File: config.mk
export PLATFORM = sky130hd
export DESIGN_NAME = fcri_regs
export DESIGN_NICKNAME = d
export VERILOG_FILES = /design/src/hw/fcri_pkg.sv /design/src/hw/fcri_regs.sv /design/src/hw/fcri_key_gate.sv /design/src/hw/fcri_flag.sv
export VERILOG_INCLUDE_DIRS = /design/src /design/src/hw
export SDC_FILE = /design/constraint.sdc
export NUM_CORES = 1
export LEC_CHECK = 0
export BUFFER_PORTS_ARGS = -buffer_cell sky130_fd_sc_hd__buf_2
export CORE_MARGIN = 2
export CORE_UTILIZATION = 45
export CTS_BUF_LIST = sky130_fd_sc_hd__clkbuf_4 sky130_fd_sc_hd__clkbuf_8
export CTS_CLUSTER_DIAMETER = 150
export DETAILED_ROUTE_END_ITERATION = 8
export HOLD_SLACK_MARGIN = 0.05
export PLACE_DENSITY = 0.94
export SETUP_SLACK_MARGIN = 0.05
export SKIP_LAST_GASP = 1
export SLEW_MARGIN = 15
export SYNTH_ARGS = -nofsm -noshare
export SYNTH_HDL_FRONTEND = slang
export SYNTH_SLANG_ARGS = --single-unit
File: constraint.sdc
create_clock -name clk -period 2.04 [get_ports clk]
set_clock_uncertainty 0.05 [all_clocks]
set_input_delay 0.102 -clock clk [delete_from_list [all_inputs] [get_ports clk]]
set_output_delay 0.102 -clock clk [all_outputs]
set_load 0.01 [all_outputs]
File: src/hw/fcri_map.svh
`ifndef FCRI_MAP_SVH
`define FCRI_MAP_SVH
// ----------------------------------------
// Register block placement
// ----------------------------------------
`define FCRI_BASE_HI     24'h400220
`define FCRI_OFS_WS      8'h00
`define FCRI_OFS_KEY     8'h04
`define FCRI_OFS_OPTION_UNLOCK_WORD   8'h08
`define FCRI_OFS_STAT    8'h0C
`define FCRI_OFS_CTL     8'h10
// ----------------------------------------
// Reset values
// ----------------------------------------
`define FCRI_WS_RST      32'h00000630
`define FCRI_CTL_RST     32'h00000080
// ----------------------------------------
// Field positions
// ----------------------------------------
`define FCRI_WS_PGW      15
`define FCRI_WS_DATA_CACHE_FLUSH    12
`define FCRI_WS_INSTR_CACHE_FLUSH    11
`define FCRI_WS_DATA_CACHE_ON     10
`define FCRI_WS_INSTR_CACHE_ON     9
`define FCRI_WS_PREFETCH_ON     4
`define FCRI_WS_WSC_HI   2
`define FCRI_WS_WSC_MAX  3'h3
`define FCRI_ST_BUSY     0
`define FCRI_ST_FLG_LO   2
`define FCRI_ST_FLG_HI   5
`define FCRI_CTL_DONE_IRQ_ENABLE   12
`define FCRI_CTL_FAULT_IRQ_ENABLE   10
`define FCRI_CTL_OPTION_WRITE_ALLOWED   9
`define FCRI_CTL_LK      7
`define FCRI_CTL_START   6
`define FCRI_CTL_OBER    5
`define FCRI_CTL_OBPG    4
`define FCRI_CTL_MER     2
`define FCRI_CTL_PER     1
`define FCRI_CTL_PG      0
// ----------------------------------------
// Unlock keys (values arbitrary)
// ----------------------------------------
`define FCRI_KEY_A       32'h1234ABCD
`define FCRI_KEY_B       32'h5A5AC3C3
`endif

File: src/hw/fcri_pkg.sv
package fcri_pkg;
  // Register port request
  typedef struct packed {
    logic        wr;
    logic        rd;
    logic [31:0] addr;
    logic [31:0] wdata;
  } fcri_bus_t;
  // Events and level from the flash engine
  typedef struct packed {
    logic busy;
    logic done;
    logic protect_hit;
    logic align_fault;
    logic not_erased;
  } fcri_eng_t;
  // Key sequence phase
  typedef enum logic [0:0] {
    FCRI_KEY_IDLE  = 1'b0,
    FCRI_KEY_ARMED = 1'b1
  } fcri_key_phase_t;
  typedef struct packed { fcri_key_phase_t phase; } fcri_key_st_t;
  typedef struct packed { logic flag; } fcri_flag_st_t;
  // State of the register block, apart from the status flags and key phases
  typedef struct packed {
    logic [31:0] rdata;
    logic [2:0]  wait_state_count;
    logic        program_width_sel;
    logic        data_cache_on;
    logic        instr_cache_on;
    logic        prefetch_on;
    logic        data_cache_flush;
    logic        instr_cache_flush;
    logic        busy;
    logic        done_irq_enable;
    logic        fault_irq_enable;
    logic        option_write_allowed;
    logic        ctl_locked;
    logic        start;
    logic        ober;
    logic        obpg;
    logic        mer;
    logic        per;
    logic        pg;
    logic        fault_irq;
    logic        done_irq;
  } fcri_state_t;
endpackage : fcri_pkg

File: src/hw/fcri_regs.sv
// Implementation choice: the strobed register port.
`timescale 1ns/1ps
`default_nettype none
`include "fcri_map.svh"
// Notes on behaviour
// - program width bit picks 32 or 64 bits
// - data cache flush only while cache off
// - instruction cache flush only while cache off
// - two bits switch caches on and off
// - wait states 0..3; codes 4..7 reserved
// - control unlock key register is write-only
// - option unlock key register is write-only
// - done flag set on success, write-one clears
// - protect fault flag, write-one clears
// - alignment fault flag, write-one clears
// - not-erased fault flag, write-one clears
// - busy follows operation, drops on error
// - wait register resets to 0x630
// - control register at 0x10, resets locked
// - block decoded at base, five word offsets
// - right key sequence clears lock bit
// - right option key sets option enable
// - erase start clears when busy clears
// - protect flag with enable raises fault interrupt
module fcri_regs
  import fcri_pkg::*;
(
  input  wire logic        clk,
  input  wire logic        reset_n,
  input  wire fcri_bus_t   bus,
  input  wire fcri_eng_t   eng,
  output var  logic [31:0] rdata,
  output var  logic [2:0]  wait_state_count,
  output var  logic        program_width_sel,
  output var  logic        data_cache_on,
  output var  logic        instr_cache_on,
  output var  logic        prefetch_on,
  output var  logic        data_cache_flush,
  output var  logic        instr_cache_flush,
  output var  logic        program_cmd,
  output var  logic        page_erase_cmd,
  output var  logic        mass_erase_cmd,
  output var  logic        option_program_cmd,
  output var  logic        option_erase_cmd,
  output var  logic        erase_start,
  output var  logic        ctl_locked,
  output var  logic        option_write_allowed,
  output var  logic        fault_irq,
  output var  logic        done_irq
);
  // ----------------------------------------
  // Declarations
  // ----------------------------------------
  localparam logic [31:0] WS_RST  = `FCRI_WS_RST;
  localparam logic [31:0] CTL_RST = `FCRI_CTL_RST;
  fcri_state_t st_ff;       // Registered state
  fcri_state_t nxt_st;      // Next state
  logic        hit;         // Address inside the block
  logic [7:0]  ofs;         // Byte offset in the block
  logic        wr_ws;       // Write to wait register
  logic        wr_key;      // Write to control key
  logic        wr_option_unlock_word;    // Write to option key
  logic        wr_stat;     // Write to status
  logic        wr_ctl;      // Write to control
  logic        ctl_key_ok;  // Control unlock sequence done
  logic        opt_key_ok;  // Option unlock sequence done
  logic [3:0]  flags;       // Sticky status flags, bits 5..2
  logic [3:0]  flag_set;    // Hardware set per flag
  logic [3:0]  flag_clr;    // Software clear per flag
  logic        any_err;     // Error event this cycle
  logic [31:0] rd_word;     // Read mux output
  // ----------------------------------------
  // Address decode
  // ----------------------------------------
  assign hit      = (bus.addr[31:8] == `FCRI_BASE_HI);
  assign ofs      = bus.addr[7:0];
  assign wr_ws    = bus.wr && hit && (ofs == `FCRI_OFS_WS);
  assign wr_key   = bus.wr && hit && (ofs == `FCRI_OFS_KEY);
  assign wr_option_unlock_word = bus.wr && hit && (ofs == `FCRI_OFS_OPTION_UNLOCK_WORD);
  assign wr_stat  = bus.wr && hit && (ofs == `FCRI_OFS_STAT);
  assign wr_ctl   = bus.wr && hit && (ofs == `FCRI_OFS_CTL);
  // ----------------------------------------
  // Unlock sequence detectors
  // ----------------------------------------
  fcri_key_gate #(
    .KEY_FIRST  (`FCRI_KEY_A),
    .KEY_SECOND (`FCRI_KEY_B)
  ) u_ctl_key (
    .clk       (clk),
    .reset_n   (reset_n),
    .key_wr    (wr_key),
    .key_data  (bus.wdata),
    .key_match (ctl_key_ok)
  );
  fcri_key_gate #(
    .KEY_FIRST  (`FCRI_KEY_A),
    .KEY_SECOND (`FCRI_KEY_B)
  ) u_opt_key (
    .clk       (clk),
    .reset_n   (reset_n),
    .key_wr    (wr_option_unlock_word),
    .key_data  (bus.wdata),
    .key_match (opt_key_ok)
  );
  // ----------------------------------------
  // Status flags
  // ----------------------------------------
  assign any_err  = eng.protect_hit || eng.align_fault || eng.not_erased;
  // Done only counts when no error comes with it
  assign flag_set = {eng.done && !any_err, eng.protect_hit,
                     eng.align_fault, eng.not_erased};
  assign flag_clr = wr_stat ? bus.wdata[`FCRI_ST_FLG_HI:`FCRI_ST_FLG_LO]
                            : 4'h0;
  genvar gi;
  generate
    for (gi = 0; gi < 4; gi++)
    begin : g_flag
      fcri_flag u_flag (
        .clk     (clk),
        .reset_n (reset_n),
        .set_evt (flag_set[gi]),
        .clr_req (flag_clr[gi]),
        .flag    (flags[gi])
      );
    end
  endgenerate
  // ----------------------------------------
  // Read mux
  // ----------------------------------------
  always_comb
  begin
    rd_word = 32'h00000000;
    if (hit)
    begin
      unique case (ofs)
        `FCRI_OFS_WS:
        begin
          // Reserved bits read back at their reset value
          rd_word                               = WS_RST;
          rd_word[`FCRI_WS_PGW]                 = st_ff.program_width_sel;
          rd_word[`FCRI_WS_DATA_CACHE_ON]                = st_ff.data_cache_on;
          rd_word[`FCRI_WS_INSTR_CACHE_ON]                = st_ff.instr_cache_on;
          rd_word[`FCRI_WS_PREFETCH_ON]                = st_ff.prefetch_on;
          rd_word[`FCRI_WS_WSC_HI:0]            = st_ff.wait_state_count;
        end
        `FCRI_OFS_STAT:
        begin
          rd_word[`FCRI_ST_BUSY]                = st_ff.busy;
          rd_word[`FCRI_ST_FLG_HI:`FCRI_ST_FLG_LO] = flags;
        end
        `FCRI_OFS_CTL:
        begin
          rd_word[`FCRI_CTL_DONE_IRQ_ENABLE]              = st_ff.done_irq_enable;
          rd_word[`FCRI_CTL_FAULT_IRQ_ENABLE]              = st_ff.fault_irq_enable;
          rd_word[`FCRI_CTL_OPTION_WRITE_ALLOWED]              = st_ff.option_write_allowed;
          rd_word[`FCRI_CTL_LK]                 = st_ff.ctl_locked;
          rd_word[`FCRI_CTL_START]              = st_ff.start;
          rd_word[`FCRI_CTL_OBER]               = st_ff.ober;
          rd_word[`FCRI_CTL_OBPG]               = st_ff.obpg;
          rd_word[`FCRI_CTL_MER]                = st_ff.mer;
          rd_word[`FCRI_CTL_PER]                = st_ff.per;
          rd_word[`FCRI_CTL_PG]                 = st_ff.pg;
        end
        // Key registers and holes read zero
        default: rd_word = 32'h00000000;
      endcase
    end
  end
  // ----------------------------------------
  // Next-state logic
  // ----------------------------------------
  always_comb
  begin
    nxt_st                   = st_ff;
    // Read data stands one cycle only
    nxt_st.rdata             = bus.rd ? rd_word : 32'h00000000;
    nxt_st.data_cache_flush  = 1'b0;
    nxt_st.instr_cache_flush = 1'b0;
    // Wait-state register
    if (wr_ws)
    begin
      nxt_st.program_width_sel = bus.wdata[`FCRI_WS_PGW];
      nxt_st.data_cache_on     = bus.wdata[`FCRI_WS_DATA_CACHE_ON];
      nxt_st.instr_cache_on    = bus.wdata[`FCRI_WS_INSTR_CACHE_ON];
      nxt_st.prefetch_on       = bus.wdata[`FCRI_WS_PREFETCH_ON];
      // Reserved wait codes leave the field as it was
      if (bus.wdata[`FCRI_WS_WSC_HI:0] <= `FCRI_WS_WSC_MAX)
        nxt_st.wait_state_count = bus.wdata[`FCRI_WS_WSC_HI:0];
      // Flush only honoured while the cache is off
      if (!st_ff.data_cache_on)
        nxt_st.data_cache_flush = bus.wdata[`FCRI_WS_DATA_CACHE_FLUSH];
      if (!st_ff.instr_cache_on)
        nxt_st.instr_cache_flush = bus.wdata[`FCRI_WS_INSTR_CACHE_FLUSH];
    end
    // Control register, only while unlocked
    if (wr_ctl && !st_ff.ctl_locked)
    begin
      nxt_st.done_irq_enable  = bus.wdata[`FCRI_CTL_DONE_IRQ_ENABLE];
      nxt_st.fault_irq_enable = bus.wdata[`FCRI_CTL_FAULT_IRQ_ENABLE];
      nxt_st.mer              = bus.wdata[`FCRI_CTL_MER];
      nxt_st.per              = bus.wdata[`FCRI_CTL_PER];
      nxt_st.pg               = bus.wdata[`FCRI_CTL_PG];
      // Start is set-only from software
      if (bus.wdata[`FCRI_CTL_START]) nxt_st.start = 1'b1;
      // Option commands need the option unlock
      if (st_ff.option_write_allowed)
      begin
        nxt_st.ober = bus.wdata[`FCRI_CTL_OBER];
        nxt_st.obpg = bus.wdata[`FCRI_CTL_OBPG];
      end
      // Software may only clear option enable
      if (!bus.wdata[`FCRI_CTL_OPTION_WRITE_ALLOWED])
        nxt_st.option_write_allowed = 1'b0;
    end
    // Relock is accepted even while locked
    if (wr_ctl && bus.wdata[`FCRI_CTL_LK])
      nxt_st.ctl_locked = 1'b1;
    if (ctl_key_ok)
      nxt_st.ctl_locked = 1'b0;
    if (opt_key_ok)
      nxt_st.option_write_allowed = 1'b1;
    // Busy follows the engine, forced low on an error
    nxt_st.busy = eng.busy && !any_err;
    if (st_ff.busy && !nxt_st.busy)
      nxt_st.start = 1'b0;
    // Interrupt lines from flags and enables
    nxt_st.fault_irq = flags[2] && st_ff.fault_irq_enable;
    nxt_st.done_irq  = flags[3] && st_ff.done_irq_enable;
  end
  // ----------------------------------------
  // State register
  // ----------------------------------------
  always_ff @(posedge clk)
  begin
    if (!reset_n)
    begin
      st_ff                      <= '0;
      st_ff.program_width_sel    <= WS_RST[`FCRI_WS_PGW];
      st_ff.data_cache_on        <= WS_RST[`FCRI_WS_DATA_CACHE_ON];
      st_ff.instr_cache_on       <= WS_RST[`FCRI_WS_INSTR_CACHE_ON];
      st_ff.prefetch_on          <= WS_RST[`FCRI_WS_PREFETCH_ON];
      st_ff.wait_state_count     <= WS_RST[`FCRI_WS_WSC_HI:0];
      st_ff.ctl_locked           <= CTL_RST[`FCRI_CTL_LK];
    end
    else
    begin
      st_ff <= nxt_st;
    end
  end
  // ----------------------------------------
  // Outputs
  // ----------------------------------------
  assign rdata                = st_ff.rdata;
  assign wait_state_count     = st_ff.wait_state_count;
  assign program_width_sel    = st_ff.program_width_sel;
  assign data_cache_on        = st_ff.data_cache_on;
  assign instr_cache_on       = st_ff.instr_cache_on;
  assign prefetch_on          = st_ff.prefetch_on;
  assign data_cache_flush     = st_ff.data_cache_flush;
  assign instr_cache_flush    = st_ff.instr_cache_flush;
  assign program_cmd          = st_ff.pg;
  assign page_erase_cmd       = st_ff.per;
  assign mass_erase_cmd       = st_ff.mer;
  assign option_program_cmd   = st_ff.obpg;
  assign option_erase_cmd     = st_ff.ober;
  assign erase_start          = st_ff.start;
  assign ctl_locked           = st_ff.ctl_locked;
  assign option_write_allowed = st_ff.option_write_allowed;
  assign fault_irq            = st_ff.fault_irq;
  assign done_irq             = st_ff.done_irq;
endmodule : fcri_regs
`default_nettype wire

File: src/hw/fcri_key_gate.sv
`timescale 1ns/1ps
`default_nettype none
// Two-word unlock sequence detector
module fcri_key_gate
  import fcri_pkg::*;
#(
  parameter logic [31:0] KEY_FIRST  = 32'h0,
  parameter logic [31:0] KEY_SECOND = 32'h0
) (
  input  wire logic        clk,
  input  wire logic        reset_n,
  input  wire logic        key_wr,
  input  wire logic [31:0] key_data,
  output var  logic        key_match
);
  fcri_key_st_t st_ff;  // Sequence phase
  fcri_key_st_t nxt_st; // Next phase
  // ----------------------------------------
  // Sequence tracking
  // ----------------------------------------
  always_comb
  begin
    nxt_st    = st_ff;
    key_match = 1'b0;
    if (key_wr)
    begin
      unique case (st_ff.phase)
        FCRI_KEY_IDLE:
        begin
          if (key_data == KEY_FIRST) nxt_st.phase = FCRI_KEY_ARMED;
        end
        FCRI_KEY_ARMED:
        begin
          // Wrong word restarts; a repeated first word stays armed
          key_match    = (key_data == KEY_SECOND);
          nxt_st.phase = FCRI_KEY_IDLE;
          if (key_data == KEY_FIRST) nxt_st.phase = FCRI_KEY_ARMED;
        end
      endcase
    end
  end
  // Phase register
  always_ff @(posedge clk)
  begin
    if (!reset_n) st_ff <= '{phase: FCRI_KEY_IDLE};
    else          st_ff <= nxt_st;
  end
endmodule : fcri_key_gate
`default_nettype wire

File: src/hw/fcri_flag.sv
`timescale 1ns/1ps
`default_nettype none
// Sticky flag, set by hardware, cleared by writing one
module fcri_flag
  import fcri_pkg::*;
(
  input  wire logic clk,
  input  wire logic reset_n,
  input  wire logic set_evt,
  input  wire logic clr_req,
  output var  logic flag
);
  fcri_flag_st_t st_ff;  // Flag state
  fcri_flag_st_t nxt_st; // Next flag state
  // Set wins over a clear in the same cycle
  always_comb
  begin
    nxt_st = st_ff;
    if (clr_req) nxt_st.flag = 1'b0;
    if (set_evt) nxt_st.flag = 1'b1;
  end
  always_ff @(posedge clk)
  begin
    if (!reset_n) st_ff <= '{flag: 1'b0};
    else          st_ff <= nxt_st;
  end
  assign flag = st_ff.flag;
endmodule : fcri_flag
`default_nettype wire

==> summary.txt <==
Outcome
  – Status: finished clean

Placed design
  – RD Place Congestion: 0.811
  – Post-place setup slack: 180 ps
  – Dpl hpwl: 4200 um
  – IO buf count: 103

Setup path
  – Largest stage delay, worst path: 530 ps
  – Reg2Reg Setup Slack: 770 ps
  – Buf/Inv on CP: 2
  – Worst path depth: 7
  – Slowest CP cell: dlygate4sd3_1
  – Worst Setup SP: bus[4]
  – Startpoint types: primary input
  – CP Max Fanout: 4
  – FF-to-FF path depth: 3
  – Crit-path cells: dlygate4sd3_1 -> buf_2 -> nor4bb_1 -> nand4_1 -> nor4_2 -> and4_2 -> nor2_1
  – CP endpoint kind: register
  – Critical path arrival: 2000 ps
  – Kind of critical path: primary input to register
  – Reg2reg end: page_erase_cmd$_SDFFE_PN0P_
  – Required @ worst endpoint: 2170 ps
  – Top Family by Delay on Critical Path: simple AND/OR/NAND/NOR gates
  – Critical path destination: ctl_locked$_SDFFE_PN1P_
  – RR Startpoint: ctl_locked$_SDFFE_PN1P_

Synthesis
  – Largest area contributor in the netlist: dfxtp_1
  – Synth top cells by count: 40 x dfxtp_1, 35 x buf_4, 29 x nand2_1
  – Seq/Total Area, Yosys: 0.392
  – Post-synth EDFFs: 0
  – Post-Synthesis Cells: 224
  – Most frequent cell after synthesis: dfxtp_1
  – Post-synthesis instance area: 2040 sq um
  – Ranking of synthesized cells by area: dfxtp_1 39%, buf_4 13%, mux2i_1 5.9%
  – Asr flop ratio synth: 0
  – Top-area cell type share of the netlist area: 0.392
  – Yosys reg bits: 40
  – Avg Synthesized Cell Area: 9.12 sq um
  – Yosys Warn Count: 0
  – Synth unique cells: 42
  – Primary FF master, synth: dfxtp_1

Drt
  – Total number of vias: 1,986
  – Detailed router's first-iteration violation count: 166
  – Routed Wire Length: 5310 um
  – DR DRC count: 0
  – Drt pass-1 iters: 5
  – WL/cell: 14.0 um
  – ANT nets after route: 0
  – Detail-routed via count per cell: 5.23

Global route
  – First-pass GRT wire length: 8640 um
  – Gr ovfl total: 0
  – Met2 global-route usage: 0.372
  – Vias in the first global route: 1,877
  – Largest net degree at the start of global routing: 38
  – GRT Max-Usage Layer: met2
  – GRT met1 Usage: 0.263
  – Initial antenna violation count: 0
  – Total GRT Usage: 0.215
  – Met3 Use GR: 0.0492

Power and ir drop
  – Switching pwr: 0.000349 W
  – Power share of the combinational group: 0.103
  – Seq pwr share: 0.495
  – Sw Ratio: 0.219
  – VDD IR max: 340 uV
  – Clock network fraction of total power: 0.402
  – Leak pwr: 1.30 nW
  – Pwr Density: 602 nW/um^2
  – Int Power: 0.00125 W

STA
  – RSZ-0062 raised after global routing: no
  – Final worst slack: 177 ps
  – Final setup fails: 0
  – TNS Setup: 0 ps
  – Final min period: 1860 ps
  – Final Hold Fails: 0
  – Ratio of final minimum period to clock period: 0.913
  – Slew margin rel.: 0.669
  – Final Max Tran Viols: 0
  – Worst-margin pin slew: 492 ps
  – Achievable Freq: 537 MHz

Floorplanning
  – # rows: 24
  – Total core area: 4350 sq um
  – IO Pins: 124
  – Die H: 71.4 um
  – Overall die width: 71.4 um
  – Die area: 5100 sq um
  – Initial Util: 0.469

Clock network
  – Worst-path clk slew: 70 ps
  – CTS tree: built
  – Post-CTS Setup Bufs: 0
  – Clock Path Buffers: 2
  – H-tree Lvls: 2
  – TritonCTS Buffers: 5
  – Worst skew pair latency: 290 ps
  – CTS Sinks: 40
  – CTS Root Cell: clkbuf_8

Finish
  – Area delta synth->final: 29.6%
  – Fill cells: 393
  – Share of cells above drive strength 1: 0.405
  – Diodes inserted: 0
  – Final nets: 400

Job
  – Maxcap violations: 0

Hold path
  – Type of the worst min-delay path: primary input to register
[registers in the layout (all words and copies together) (netlist names), 3 cells and up]
name,flops
wait_state_count,3
rdata,12
g_flag.u_flag.flag,4
st_ff,3
[cells by family (layout without fill, tap and decap cells)]
| family | Yosys count | count (layout) | share of synthesized area |
|---|---|---|---|
| other | 1 | 20 | 0.00184 |
| muxes | 12 | 12 | 0.0588 |
| DFF | 40 | 40 | 0.392 |
| and+or+nand+nor | 98 | 98 | 0.284 |
| buffers and inverters | 49 | 134 | 0.171 |
| AOI/OAI and AO/OA | 24 | 24 | 0.0931 |
[worst min-delay path by stage]
stage,end,startpoint,cells past startpoint,slack (ps)
6_report,instr_cache_flush$_SDFF_PP0_,bus[11],2,50
5_1_grt,g_flag[2].u_flag.flag$_SDFFE_PN0P_,eng[2],3,50
4_1_cts,instr_cache_flush$_SDFF_PP0_,bus[11],2,50
3_5_place_dp,g_flag[3].u_flag.flag$_SDFFE_PN0P_,eng[3],2,300
3_3_place_gp,g_flag[3].u_flag.flag$_SDFFE_PN0P_,eng[3],2,280
2_1_floorplan,data_cache_on$_SDFFE_PN1P_,bus[10],2,180
[final cells by class]
type	instances	area [sq um]	area share
inverters	5	18.8	0.00709
flip-flops and latches	40	801	0.302
clock inverters	2	35.0	0.0132
clock buffers	6	76.3	0.0288
multi-input cells	154	972	0.367
repair buffers	121	681	0.257
well taps	52	65.1	0.0246
[per-layer routing]
metal | up-vias | routed length [um]
li1 | 956 | -
met1 | 933 | 2100
met2 | 89 | 2680
met3 | 8 | 428
met4 | 0 | 97
met5 | - | 0
[through the flow]
stage	hold WS, ps	cell area [sq um]	utilization	total power (W)	std cells
floorplan	180	2110	-	0.000889	243
global placement	283	2410	0.553	0.000946	360
detailed placement	295	2410	0.553	0.000951	360
CTS	53.3	2640	0.607	0.00160	380
global route	55.0	2650	0.608	0.00166	380
finish	49.8	2650	0.608	0.00159	380
[cells in the final DEF (no fill, tap or decap), types with 3 or more instances in the layout]
cell type	count
mux2i_1	12
a41oi_1	3
inv_1	5
conb_1	20
dlygate4sd3_1	12
nand4_1	6
clkbuf_8	5
nor4b_1	3
and4b_1	3
a22o_1	3
and3_1	6
dfxtp_1	40
a222oi_1	3
a31o_2	3
nor2_1	14
and4_2	3
nor3_1	6
buf_4	6
nand2_1	29
nor4bb_1	4
buf_2	103
nor4_1	5
o21ai_0	5
nand3_1	4
[power by group through the flow]
stage / registers (W) / logic [W] / clock network (W)
floorplan: 0.000806 / 0.0000838 / 0
global placement: 0.000807 / 0.000139 / 0
detailed placement: 0.000807 / 0.000143 / 0
CTS: 0.000789 / 0.000162 / 0.000651
global route: 0.000789 / 0.000182 / 0.000685
finish: 0.000789 / 0.000164 / 0.000641
[timing repair]
| action | in CTS | in global routing |
|---|---|---|
| endpoints found under the hold margin | 14 | 0 |
| endpoints found under the setup margin | 0 | 2 |
| resized for setup | 0 | 2 |
| hold buffers | 12 | 0 |
(Power assumes the default switching activity.)
